**src/iosp_consts.svh**
```systemverilog
`ifndef IOSP_CONSTS_SVH
`define IOSP_CONSTS_SVH

// Offset between an I/O-space number and its data-space address.
`define IOSP_DATA_OFS      8'h20
// Highest I/O number that the bit instructions may address.
`define IOSP_BIT_TOP       6'h1f
// Extended region, reachable by load and store only.
`define IOSP_EXT_LO        8'h60
`define IOSP_EXT_HI        8'hff
// Local registers, given as I/O-space numbers.
`define IOSP_SCRATCH0_IO   6'h1c
`define IOSP_SCRATCH1_IO   6'h1d
`define IOSP_SCRATCH2_IO   6'h1e
`define IOSP_FLAGS_IO      6'h1f
// Reset values.
`define IOSP_SCRATCH_RST   8'h00
`define IOSP_FLAGS_RST     8'h00
// Nonvolatile write duration.
`define IOSP_NVW_TIME_US   3400
`define IOSP_CLK_MHZ       10
`define IOSP_NVW_CYCLES    (`IOSP_NVW_TIME_US * `IOSP_CLK_MHZ)

`endif

```
**src/iosp_pkg.sv**
```systemverilog
package iosp_pkg;

    typedef enum logic [3:0] {
        IOSP_OP_NONE    = 4'h0,
        IOSP_OP_IN      = 4'h1,
        IOSP_OP_OUT     = 4'h2,
        IOSP_OP_LOAD    = 4'h3,
        IOSP_OP_STORE   = 4'h4,
        IOSP_OP_SETBIT  = 4'h5,
        IOSP_OP_CLRBIT  = 4'h6,
        IOSP_OP_SKIPSET = 4'h7,
        IOSP_OP_SKIPCLR = 4'h8
    } iosp_op_t;

    typedef struct packed {
        logic [15:0] count;
        logic        busy;
        logic        done;
    } iosp_nvw_state_t;

    typedef struct packed {
        logic [2:0][7:0] scratch;
        logic [7:0]      flags;
        logic            p_valid;
        logic            p_local;
        logic [7:0]      p_ldata;
        iosp_op_t        p_op;
        logic [2:0]      p_bit;
        logic [7:0]      rdata;
        logic            rvalid;
        logic            skip;
        logic            err;
        logic [7:0]      per_addr;
        logic [7:0]      per_wdata;
        logic [7:0]      per_wmask;
        logic            per_we;
        logic            per_re;
    } iosp_state_t;

endpackage

```
**src/iosp_nvw_keeper.sv**
```systemverilog
`timescale 1ns/1ps
`default_nettype none
`include "iosp_consts.svh"

module iosp_nvw_keeper #(
    parameter int unsigned NVW_CYCLES = `IOSP_NVW_CYCLES
) (
    // Clock and reset
    input  wire logic ref_clk_i,
    input  wire logic rst_i,
    // Control
    input  wire logic start_i,
    // Status
    output logic      busy_o,
    output logic      done_o
);

    iosp_pkg::iosp_nvw_state_t s;
    iosp_pkg::iosp_nvw_state_t next_s;

    always_comb begin
        next_s = s;
        next_s.done = 1'b0;
        if (s.busy) begin
            if (s.count == 16'h0001) begin
                next_s.busy = 1'b0;
                next_s.done = 1'b1;
                next_s.count = 16'h0000;
            end else begin
                next_s.count = s.count - 16'h0001;
            end
        end else if (start_i && !rst_i) begin
            next_s.busy = 1'b1;
            next_s.count = NVW_CYCLES[15:0];
        end
    end

    // A write under way runs to its end through reset; only idle state is cleared.
    // The test is ordered so that an unknown busy bit at power-up still takes the reset.
    always_ff @(posedge ref_clk_i) begin
        if (s.busy || !rst_i) begin
            s <= next_s; // RQ11
        end else begin
            s <= '0;
        end
    end

    assign busy_o = s.busy;
    assign done_o = s.done;

endmodule
`default_nettype wire

```
**src/iosp_io_space.sv**
```systemverilog
// How it works
// RQ1: Every peripheral register sits in one I/O space reachable by load and store.
// RQ2: Port in/out instructions use I/O numbers 0x00 to 0x3F from the opcode.
// RQ3: Data-space address of an I/O register is its I/O number plus 0x20.
// RQ4: I/O numbers 0x00 to 0x1F accept single-bit set and clear of one bit.
// RQ5: Those low 32 locations allow skip-if-bit-set and skip-if-bit-clear tests.
// RQ6: Extended region 0x60 to 0xFF is reached only by load and store.
// RQ7: Some status flags clear on writing one; writing zero leaves them.
// RQ8: Bit set and clear touch only their bit, sparing other clear-on-one flags.
// RQ9: Software writes zero to reserved bits and never writes reserved addresses.
// RQ10: Three scratch registers store any value with no side effect.
// RQ11: A nonvolatile write under way when reset comes is finished, not aborted.
`timescale 1ns/1ps
`default_nettype none
`include "iosp_consts.svh"

module iosp_io_space #(
    parameter int unsigned NVW_CYCLES = `IOSP_NVW_CYCLES
) (
    // Clock and reset
    input  wire logic              ref_clk_i,
    input  wire logic              rst_i,
    // CPU request
    input  wire logic              req_valid_i,
    input  wire iosp_pkg::iosp_op_t req_op_i,
    input  wire logic [5:0]        req_io_addr_i,
    input  wire logic [7:0]        req_data_addr_i,
    input  wire logic [2:0]        req_bit_i,
    input  wire logic [7:0]        req_wdata_i,
    // CPU answer
    output logic [7:0]             rdata_o,
    output logic                   rvalid_o,
    output logic                   skip_o,
    output logic                   err_o,
    // Peripheral side
    output logic [7:0]             per_addr_o,
    output logic [7:0]             per_wdata_o,
    output logic [7:0]             per_wmask_o,
    output logic                   per_we_o,
    output logic                   per_re_o,
    input  wire logic [7:0]        per_rdata_i,
    // Hardware flag events
    input  wire logic [7:0]        flag_set_i,
    output logic [7:0]             flags_o,
    // Scratch contents
    output logic [23:0]            scratch_o,
    // Nonvolatile write
    input  wire logic              nvw_start_i,
    output logic                   nvw_busy_o,
    output logic                   nvw_done_o
);

    iosp_pkg::iosp_state_t s;
    iosp_pkg::iosp_state_t next_s;

    // Decode results for the request now on the inputs.
    logic [7:0] daddr;
    logic [5:0] io_num;
    logic       bad;
    logic       is_wr;
    logic       is_rd;
    logic       is_bitop;
    logic [7:0] bmask;
    logic [7:0] wval;
    logic [7:0] wmask;
    logic [7:0] ldata;
    logic       hit_flags;
    logic [2:0] hit_scr;
    logic [7:0] rd_word;

    // Requests are decoded in one cycle; every answer leaves through the registered state.
    always_comb begin
        next_s = s;
        next_s.rvalid = 1'b0;
        next_s.skip = 1'b0;
        next_s.err = 1'b0;
        next_s.per_we = 1'b0;
        next_s.per_re = 1'b0;
        next_s.p_valid = 1'b0;
        bmask = 8'h01 << req_bit_i;
        is_bitop = 1'b0;
        is_wr = 1'b0;
        is_rd = 1'b0;
        wval = req_wdata_i;
        wmask = 8'hff;
        bad = 1'b0;
        daddr = req_data_addr_i;
        ldata = 8'h00;
        hit_scr = 3'b000;
        // Port instructions carry an I/O number; loads and stores carry a data address.
        unique case (req_op_i)
            iosp_pkg::IOSP_OP_IN: begin
                is_rd = 1'b1;
                daddr = {2'b00, req_io_addr_i} + `IOSP_DATA_OFS; // RQ2 RQ3
            end
            iosp_pkg::IOSP_OP_OUT: begin
                is_wr = 1'b1;
                daddr = {2'b00, req_io_addr_i} + `IOSP_DATA_OFS; // RQ2 RQ3
            end
            iosp_pkg::IOSP_OP_LOAD: begin
                is_rd = 1'b1;
                bad = (req_data_addr_i < `IOSP_DATA_OFS); // RQ1 RQ6
            end
            iosp_pkg::IOSP_OP_STORE: begin
                is_wr = 1'b1;
                bad = (req_data_addr_i < `IOSP_DATA_OFS); // RQ1 RQ6
            end
            iosp_pkg::IOSP_OP_SETBIT, iosp_pkg::IOSP_OP_CLRBIT: begin
                is_wr = 1'b1;
                is_bitop = 1'b1;
                wmask = bmask; // RQ8
                wval = (req_op_i == iosp_pkg::IOSP_OP_SETBIT) ? 8'hff : 8'h00;
                daddr = {2'b00, req_io_addr_i} + `IOSP_DATA_OFS;
            end
            iosp_pkg::IOSP_OP_SKIPSET, iosp_pkg::IOSP_OP_SKIPCLR: begin
                is_rd = 1'b1;
                is_bitop = 1'b1;
                daddr = {2'b00, req_io_addr_i} + `IOSP_DATA_OFS;
            end
            default: begin
                is_rd = 1'b0;
            end
        endcase
        // Bit instructions reach only the low 32 I/O numbers.
        if (is_bitop && (req_io_addr_i > `IOSP_BIT_TOP)) begin
            bad = 1'b1; // RQ4 RQ5
        end
        // I/O number of the data address; addresses below the window are refused above.
        io_num = 6'(daddr - `IOSP_DATA_OFS);
        hit_flags = (daddr < `IOSP_EXT_LO) && (io_num == `IOSP_FLAGS_IO);
        hit_scr[0] = (daddr < `IOSP_EXT_LO) && (io_num == `IOSP_SCRATCH0_IO);
        hit_scr[1] = (daddr < `IOSP_EXT_LO) && (io_num == `IOSP_SCRATCH1_IO);
        hit_scr[2] = (daddr < `IOSP_EXT_LO) && (io_num == `IOSP_SCRATCH2_IO);

        if (hit_flags) begin
            ldata = s.flags;
        end
        for (int i = 0; i < 3; i++) begin
            if (hit_scr[i]) begin
                ldata = s.scratch[i];
            end
        end

        if (req_valid_i && (is_rd || is_wr)) begin
            if (bad) begin
                next_s.err = 1'b1;
            end else if (hit_flags || (hit_scr != 3'b000)) begin
                // Writing one clears a flag; a bit instruction masks all other bits.
                if (is_wr && hit_flags) begin
                    next_s.flags = s.flags & ~(wval & wmask); // RQ7 RQ8
                end
                // Scratch writes merge under the mask, so bit instructions touch one bit.
                for (int i = 0; i < 3; i++) begin
                    if (is_wr && hit_scr[i]) begin
                        next_s.scratch[i] = (s.scratch[i] & ~wmask) | (wval & wmask); // RQ10
                    end
                end
                next_s.p_valid = is_rd;
                next_s.p_local = 1'b1;
                next_s.p_ldata = ldata;
            end else begin
                // Everything else in the data window goes out to the peripheral port.
                next_s.per_addr = daddr; // RQ1
                next_s.per_wdata = wval;
                next_s.per_wmask = wmask;
                next_s.per_we = is_wr;
                next_s.per_re = is_rd;
                next_s.p_valid = is_rd;
                next_s.p_local = 1'b0;
            end
            next_s.p_op = req_op_i;
            next_s.p_bit = req_bit_i;
        end

        // Hardware events are applied last so a set beats a same-cycle clear.
        next_s.flags = next_s.flags | flag_set_i;

        // A read answer leaves one edge after the fetch, two after the request.
        rd_word = s.p_local ? s.p_ldata : per_rdata_i;
        if (s.p_valid) begin
            if (s.p_op == iosp_pkg::IOSP_OP_SKIPSET) begin
                next_s.skip = rd_word[s.p_bit]; // RQ5
            end else if (s.p_op == iosp_pkg::IOSP_OP_SKIPCLR) begin
                next_s.skip = ~rd_word[s.p_bit]; // RQ5
            end else begin
                next_s.rdata = rd_word;
                next_s.rvalid = 1'b1;
            end
        end
    end

    // Reset clears all answers and registers; the keeper decides its own reset.
    always_ff @(posedge ref_clk_i) begin
        if (rst_i) begin
            s <= '0;
        end else begin
            s <= next_s;
        end
    end

    // A nonvolatile write keeps running through reset inside the keeper.
    iosp_nvw_keeper #(
        .NVW_CYCLES (NVW_CYCLES)
    ) u_nvw (
        .ref_clk_i (ref_clk_i),
        .rst_i     (rst_i),
        .start_i   (nvw_start_i),
        .busy_o    (nvw_busy_o),
        .done_o    (nvw_done_o)
    );

    // Every output except nvw_busy_o and nvw_done_o, which come from the keeper, is a field of the registered state.
    assign rdata_o     = s.rdata;
    assign rvalid_o    = s.rvalid;
    assign skip_o      = s.skip;
    assign err_o       = s.err;
    assign per_addr_o  = s.per_addr;
    assign per_wdata_o = s.per_wdata;
    assign per_wmask_o = s.per_wmask;
    assign per_we_o    = s.per_we;
    assign per_re_o    = s.per_re;
    assign flags_o     = s.flags;
    assign scratch_o   = s.scratch;

endmodule
`default_nettype wire

```
**config.mk**
```make
export PLATFORM = sky130hd
export DESIGN_NAME = iosp_io_space
export DESIGN_NICKNAME = d
export VERILOG_FILES = /design/src/iosp_pkg.sv /design/src/iosp_nvw_keeper.sv /design/src/iosp_io_space.sv
export VERILOG_INCLUDE_DIRS = /design/src
export SDC_FILE = /design/constraint.sdc
export NUM_CORES = 1
export LEC_CHECK = 0
export ABC_AREA = 1
export BUFFER_PORTS_ARGS = -buffer_cell sky130_fd_sc_hd__clkbuf_2
export CORE_MARGIN = 2
export CORE_UTILIZATION = 55
export DETAILED_ROUTE_END_ITERATION = 8
export PLACE_DENSITY = 0.86
export SYNTH_ARGS = -nofsm -noshare
export SYNTH_HDL_FRONTEND = slang
export SYNTH_SLANG_ARGS = --single-unit
```
**constraint.sdc**
```tcl
create_clock -name ref_clk_i -period 2.21 [get_ports ref_clk_i]
set_clock_uncertainty 0.15 [all_clocks]
set_input_delay 0.221 -clock ref_clk_i [delete_from_list [all_inputs] [get_ports ref_clk_i]]
set_output_delay 0.221 -clock ref_clk_i [all_outputs]
set_load 0.01 [all_outputs]
```
======== Yosys cells after proc, flatten, opt, wreduce, memory -nomap -nowiden ========
Cells that the tools add are included.
storage, ports and cells
  register bits ........................... 104
  input port bits ......................... 49
  bits in read-only memories .............. 0
  memories ................................ 0
  bits in latches ......................... 0
  word-level logic and storage cells ...... 128
  RAM bits ................................ 0
cells by class
  magnitude comparators ................... 4
  equal/unequal tests ..................... 15
  add/subtract/negate cells ............... 3
  reduce and logical (&&, ||, !) cells .... 36
  multiplexer cells ....................... 30
  divide/modulo/power cells ............... 0
  shifts and indexed selects .............. 1
  $mul .................................... 0
  bitwise logic cells ..................... 18
operators with widths
  kind                                                                    count
  8-bit two-way mux                                                       12
  8-bit AND                                                               5
  17-bit two-way mux                                                      2
  8-bit OR                                                                4
  25-bit two-way mux                                                      1
  6-bit by 5-bit equality test with 1-bit output, second input constant   4
  4-bit by 3-bit equality test with 1-bit output, second input constant   5
  18-bit two-way mux                                                      1
  16-bit by 1-bit equality test with 1-bit output, second input constant  1
  16-bit two-way mux                                                      1
  8-bit inverter                                                          2
  4-bit OR reduction                                                      4
  16-bit by 1-bit subtractor with 16-bit output, second input constant    1
  4-bit AND reduction                                                     3
  1-bit logical AND                                                       11
  1-bit two-way mux                                                       11
  3-bit AND reduction                                                     3
  4-bit by 2-bit equality test with 1-bit output, second input constant   2
  4-bit equality test, second input constant                              2
  8-bit by 6-bit < comparator with 1-bit output, second input constant    1
  8-bit by 7-bit < comparator with 1-bit output, second input constant    1
  2-bit OR reduction                                                      4
  1-bit by 3-bit left shift with 8-bit output, first input constant       1
  6-bit by 6-bit adder with 7-bit output, second input constant           1
  other kinds (14)                                                        24

======== Logic depth before layout (Yosys ltp) ========
Gate-level depths: netlist (run 1).
  depth in word-level cells ............... 14
  mapped depth ............................ 13

======== Hierarchy ========
Synthesis (run 1) repeated with hierarchy kept, for this count alone.
second synthesis, totals
  cell total of the unflattened synthesis .. 827
  area total of the unflattened synthesis .. 5859.4 um^2
modules (own cells, without submodules)
  module           instances  area each (um^2)  cells an instance
  iosp_io_space    1          4619.4            654
  iosp_nvw_keeper  1          1239.9            173

======== Worst setup path before layout (run 1) ========
OpenSTA, ideal clock, no wires.
  path kind ............................... input to register
  start ................................... input port req_op_i[3]
  end ..................................... register with a tool-made name
  data required time ...................... 1.947 ns
  path slack .............................. 0.327 ns
  arrival time ............................ 1.621 ns
  path buffers ............................ 0
  stages on the path ...................... 12
  library setup time ...................... 0.113 ns
  cells stage by stage .................... inv_1 -> nand2_1 -> nor2_1 -> nor2_4 -> nand3_1 -> nand2_4 -> nor2_4 -> nand4_2 -> nor2_1 -> nand2_1 -> nand2_1 -> nor2_1
RTL lines
  what             line                 RTL
  start, declared  iosp_io_space.sv:25  input wire iosp_pkg::iosp_op_t req_op_i,

======== Worst setup path in the final report (run 1) ========
  start ................................... input port req_op_i[3]
  end ..................................... register s, in the netlist flags_o[5]
on the way
  word-level cells in the longest chain between the ends .. 12
  elaborated cells on any way between the ends .. 47
  those cells by class .................... 1 x add/sub; 1 x order compare; 12 x eq/ne; 13 x mux; 4 x bitwise; 16 x reduce/logical
ends and longest elaborated chain
  what                                                                          line                                        RTL
  4-bit by 3-bit equality test with 1-bit output, or another cell as far along  iosp_io_space.sv:91, iosp_io_space.sv:112
  6-bit OR reduction (no line)                                                  -
  8-bit two-way mux                                                             -
  6-bit subtractor (no line)                                                    -
  6-bit by 5-bit equality test with 1-bit output (no line)                      -
  1-bit logical AND (on tied branches)                                          -
  3-bit nonzero test or 1-bit logical AND (tied branches)                       iosp_io_space.sv:147, iosp_io_space.sv:149
  1-bit logical OR or 8-bit two-way mux (tied branches)                         iosp_io_space.sv:147, iosp_io_space.sv:149
  8-bit two-way mux                                                             iosp_io_space.sv:147                        end else if (hit_flags || (hit_scr != 3'b000)) begin
  18-bit two-way mux                                                            iosp_io_space.sv:145                        if (bad) begin
  25-bit two-way mux (*)                                                        iosp_io_space.sv:144                        if (req_valid_i && (is_rd || is_wr)) begin
  8-bit OR (*)                                                                  iosp_io_space.sv:176                        next_s.flags = next_s.flags | flag_set_i;
  end signal, assigned                                                          iosp_io_space.sv:197                        s <= next_s;
  end, declared                                                                 iosp_io_space.sv:53                         iosp_pkg::iosp_state_t s;
Every way passes the cells marked *; elsewhere a longest branch is shown, timed or not.
A chain may end at the register's enable or synchronous reset.

==> results.ini, run 1 <==
[run_status]
status=finished clean

[final_layout]
num-fill-cells=885
syn_to_final_growth_pct=14.13
drive_gt1_share_pct=23.60
diodes=0
final_cells=1023
final_nets=937
seq_area_um2=2082
multi_input_area_um2=2599

[grt]
gr-total-overflow=0
grt_pass1_wl_um=24780
antenna_found_initial=0
grt_start_max_net_pins=49
grt_use_total_pct=27.81
grt_pass1_vias=5175

[worst_setup_path]
crit_arrival_ns=2.05
critPathLaunchType=input pin
reg2reg_slack_ns=0.33
cp-end-kind=register
r2r_end=skip_o$_SDFF_PP0_
r2r-start=s[52]$_SDFFE_PP0P_
critPathKind=in -> reg
worstPathRequired_ns=2.31
cp_max_fo=8
reg2reg_depth=7

[job]
maxCapViolations=0

[placed_design]
hpwlAfterDp_um=11020
place_inst=1000
io_buffers=119
gp_congestion=0.9546

[timing]
fmax_mhz=514.4
slew_viol_final=0
worst_pin_slew_ns=0.5360
whs_ns=0.05223
rsz0062_at_grt=false
post-route-period-util_pct=87.96
slew_headroom_pct=64.16
setup_tns_ns=0
hold_viol=0
setup_violations=0
post-route-min-period_ns=1.944

[die]
die_h_um=104.3
core_area_um2=9774
die_area_um2=10880
die_w_um=104.3
ioPinCount=120
start_util_pct=56.62
rows=36

[yosys]
ys_ff_latch=104
synth_area_um2=5534
synth_flop_cell=dfxtp_1
synth.area.top_cells=dfxtp_1 38%, nand2_1 9.3%, buf_4 9.0%, nor2_1 7.3%, nand3_1 6.6%
synth-seq-area-share_pct=37.62
synth-edff-count=0
synth_area_leader_cell=dfxtp_1
yosys.area.top_type_share_pct=37.62
yosysWarnings=0
syn_avg_cell_area_um2=6.979
synthCells=793
synthArstFlopShare_pct=0
synth_cell_type_count=37
synth_nets=844

[routing]
viasPerCell=5.433
drc_errors=0
wl_per_cell_um=14.90
via_count=5558
final_antenna_net_count=0
drt_wl_total_um=15240
drtIter0Drc=458
dr.pass1.iters=6

[clock_network]
ctsLongestPathBuffers=2
clk_pin_slew_ns=0.10
cts_setup_buffers=0
cts_buffers=9
htree_levels=3
clkLatencyLatePin_ns=0.37
numClockSinks=104
cts-root-buf=clkbuf_8
tritoncts=built

[hold_path]
hold_class=in -> reg
min_to=s[37]$_SDFFE_PP0P_
hp-start=req_bit_i[0]
worstHoldPathCells=3

[power_and_ir_drop]
powerDensity_nw_per_um2=719.5
irDropWorstVdd_mv=0.3944
p_leak_nw=3.028

-- how the worst max path moves through the flow --
stage	to	cells past startpoint	slack, ns	start
2_1_floorplan	register	12	0.33	req_op_i[3]
3_3_place_gp	flags_o[4]$_SDFF_PP0_	13	0.02	req_op_i[3]
3_5_place_dp	flags_o[5]$_SDFF_PP0_	13	-0.03	req_op_i[3]
4_1_cts	s[51]$_SDFFE_PP0P_	14	0.35	req_op_i[3]
5_1_grt	s[48]$_SDFFE_PP0P_	14	0.1	req_op_i[0]
6_report	flags_o[5]$_SDFF_PP0_	13	0.27	req_op_i[3]
-- cell type report --
type,count,area share [%]
clock buffer,10,2.021
clock inverter,5,0.9311
inverter,73,4.338
multi-input combinational,530,41.14
sequential,104,32.96
tap,133,2.635
timing repair buffer,168,15.97
-- placed cells by master (no fill, tap or decap), types with 3 or more instances in the layout --
master / instances
clkinv_1: 3
buf_4: 39
o21ai_0: 54
or2_2: 12
nand4_2: 3
nand3b_1: 9
clkbuf_8: 9
nand2_1: 137
dfxtp_1: 104
nor4_1: 4
a21oi_1: 62
clkbuf_2: 119
inv_2: 6
nor2_1: 107
dlygate4sd3_1: 8
mux2i_1: 4
nand3_1: 73
o21ai_1: 11
inv_1: 64
nand4_1: 15
xor2_1: 4
nand2_2: 3
nor2_4: 7
nor3_1: 7
o211ai_1: 3
-- per-layer routing --
| metal | GRT usage [%] | routed length [um] | up-vias |
|---|---|---|---|
| li1 | - | - | 2717 |
| met1 | 33.41 | 6208 | 2528 |
| met2 | 47.67 | 7305 | 255 |
| met3 | 4.323 | 1100 | 58 |
| met4 | 14.67 | 626 | 0 |
| met5 | 0 | 0 | - |
-- synth_stat cells (2+ instances only) --
master / number
nor3b_1: 2
nor2_4: 7
inv_1: 65
nand3b_1: 9
o21ai_1: 11
a21oi_1: 62
clkinv_1: 2
or2_2: 12
nand3_2: 2
buf_1: 3
nand4_1: 15
dfxtp_1: 104
nand3_1: 73
ha_1: 2
mux2i_1: 4
xor2_1: 4
nand2_2: 3
buf_4: 66
buf_2: 7
nor4_1: 4
nor2_1: 107
clkbuf_1: 10
o21ai_0: 54
nor3_1: 7
o211ai_1: 3
nand4_2: 3
nand2_1: 137
inv_2: 6
-- cell families (layout without fill, tap and decap cells) --
kind of cell,after synthesis,after routing,share of synthesized area [%]
simple gates,385,385,32.58
flops,104,104,37.62
fa+ha+maj,2,2,0.4521
xor+xnor,5,5,0.7913
buf+inv,159,256,15.42
mux,4,4,0.7235
compound gates,134,134,12.41
-- worst max-delay path: stages --
cell and delay [ns]:
clkbuf_2 0.13, inv_1 0.09, nand2_1 0.10, nor2_1 0.07
nor2_4 0.19, nand3_1 0.09, nand2_1 0.10, nand2_1 0.12
nor2_8 0.17, and2_1 0.43, nand3b_1 0.17, nand2_1 0.09
a21oi_1 0.06
-- power by group --
part           leakage, nW  switching, mW  total [mW]  internal, mW
sequential           0.850          0.186        2.27          2.09
clock               0.0883          0.664        1.18         0.519
combinational         2.09          0.658        1.09         0.429
total                 3.03           1.51        4.54          3.04
-- per-stage QoR --
step / cell area, um^2 / total power, mW / worst slack [ns] / util (%)
floorplan: 5534 / 3.038 / 0.3268 / -
global placement: 6050 / 3.328 / 0.02249 / 61.89
detailed placement: 6050 / 3.349 / -0.03469 / 61.89
CTS: 6316 / 4.516 / 0.3489 / 64.62
global route: 6316 / 4.785 / 0.09715 / 64.62
finish: 6316 / 4.545 / 0.2660 / 64.62
-- repair_timing --
item / 4_1_cts / 5_1_grt
hold endpoints to repair: 8 / 0
hold buffers: 8 / 0
resized for setup: 0 / 0
(Power assumes the default switching activity.)
==> run 2: changes to the inputs <==
- CELL_PAD_IN_SITES_DETAIL_PLACEMENT: default -> 0
- CELL_PAD_IN_SITES_GLOBAL_PLACEMENT: default -> 1
- CORE_UTILIZATION: 55 -> 39
==> results.ini, run 2 (synthesized netlist as in run 1, its figures left out) <==
[clock_network]
ctsLongestPathBuffers=2
tritoncts=built
clk_pin_slew_ns=0.07
numClockSinks=104
cts_buffers=9
cts-root-buf=clkbuf_16
htree_levels=3
clkLatencyLatePin_ns=0.36

[hold_path]
worstHoldPathCells=3
hold_class=in -> reg

[final_layout]
final_area_um2=6611
layout_commonest_cell=nand2_1
final_nets=954
layout_common_cells=137 x nand2_1, 119 x clkbuf_2, 107 x nor2_1
drive_gt1_share_pct=25.55
syn_to_final_growth_pct=19.47
diodes=0

[power_and_ir_drop]
p_int_mw=3.350
power_frac_comb_pct=21.8
p_seq_share_pct=46.0
p_leak_nw=3.164
powerDensity_nw_per_um2=748.5
power.switching_mw=1.599
clockPowerShare_pct=32.2
irDropWorstVdd_mv=0.4084
p_sw_share_pct=32.30

[grt]
grt_use_met2_pct=33.86
busiest_layer=met2
gr-total-overflow=0
antenna_found_initial=0
globalRouteMet3Util_pct=6.135
grt_pass1_wl_um=25250
met1_usage_pct=29.13
grt_pass1_vias=4826
grt_start_max_net_pins=43
grt_use_total_pct=21.67

[die]
die_w_um=123.1
rows=43
core_area_um2=13880
die_area_um2=15160
die_h_um=123.1
ioPinCount=120
start_util_pct=39.87

[timing]
slew_viol_final=0
setup_violations=0
rsz0062_at_grt=false
fmax_mhz=521.4
setup_tns_ns=0
worst_pin_slew_ns=0.5298
hold_viol=0
post-route-period-util_pct=86.78
post-route-min-period_ns=1.918
slew_headroom_pct=64.57

[routing]
final_antenna_net_count=0
drtIter0Drc=364
wl_per_cell_um=14.74
drc_errors=0
viasPerCell=4.884
via_count=5314
dr.pass1.iters=5
drt_wl_total_um=16040

[placed_design]
io_buffers=119
gp_congestion=0.8313
hpwlAfterDp_um=12110
dpl-instance-area_um2=6236

[worst_setup_path]
worstPathRequired_ns=2.31
critPathLaunchType=input pin
crit_arrival_ns=2.02
cp-end-kind=register
critPathKind=in -> reg
reg2reg_depth=7
cp_max_fo=9

[job]
maxCapViolations=0

[run_status]
status=finished clean

run 2: changes by cell type in the layout (fill, tap and decap cells not counted), moves of 2 or more:
cell       before  now
clkbuf_8        9    1
clkbuf_16       0    9
buf_4          39   56
inv_6           0    2
run 2: repair_timing:
item,4_1_cts,5_1_grt
buffers inserted,0,0
hold buffers,8,0
endpoints found under the setup margin,0,2
endpoints found under the hold margin,8,0
gates resized for setup,0,2
run 2: path summary, 6_finish.rpt:
path	start	to	slack [ns]
worst max-delay path	req_op_i[1]	s[47]$_SDFFE_PP0P_	0.29
worst min-delay path	req_bit_i[0]	s[37]$_SDFFE_PP0P_	0.03
worst max register to register	s[52]$_SDFFE_PP0P_	skip_o$_SDFF_PP0_	0.36
worst min register to register	rdata_o[6]$_SDFFE_PP0P_	rdata_o[6]$_SDFFE_PP0P_	0.29
run 2: layer usage:
metal,up-vias,wire [um],share of wire (%)
li1,2759,-,-
met1,2370,7312,46
met2,160,7317,46
met3,25,1097,6.8
met4,0,311,1.9
met5,-,0,0
run 2: layout make-up:
type,instances,area [um^2]
Fill cell,1430,7269
Multi-Input combinational cell,530,2604
Sequential cell,104,2083
Timing Repair Buffer,185,1136
Inverter,73,274.0
Clock buffer,10,239.0
Tap cell,180,225.2
Clock inverter,6,50.05
run 2: power groups by stage:
stage               Combinational, mW  Clock, mW  Sequential [mW]
floorplan                       0.775          0             2.26
global placement                 1.05          0             2.31
detailed placement               1.07          0             2.31
CTS                              1.08       1.63             2.27
global route                     1.23       1.71             2.31
finish                           1.08       1.59             2.27
run 2: per-stage QoR:
step	power (mW)	worst slack (ns)	hold WS [ns]	instances	utilization, %
after floorplan	3.038	0.3268	0.2050	793	-
after global placement	3.364	-0.06667	0.2853	1064	44.93
after detailed placement	3.377	-0.06251	0.2876	1064	44.93
after CTS	4.979	0.2184	0.008509	1088	47.58
after global routing	5.246	0.01475	0.02361	1088	47.63
final	4.949	0.2922	0.02734	1088	47.63
run 2: worst max-delay path: stages:
cell      delay, ns
clkbuf_2       0.12
nand2_1        0.12
inv_1          0.08
nor2_1         0.16
o21ai_0        0.15
nand2_1        0.10
nand2_1        0.10
nor2_4         0.20
buf_4          0.17
inv_2          0.06
nor2_4         0.22
inv_2          0.15
nor2_1         0.13
nor2_1         0.04
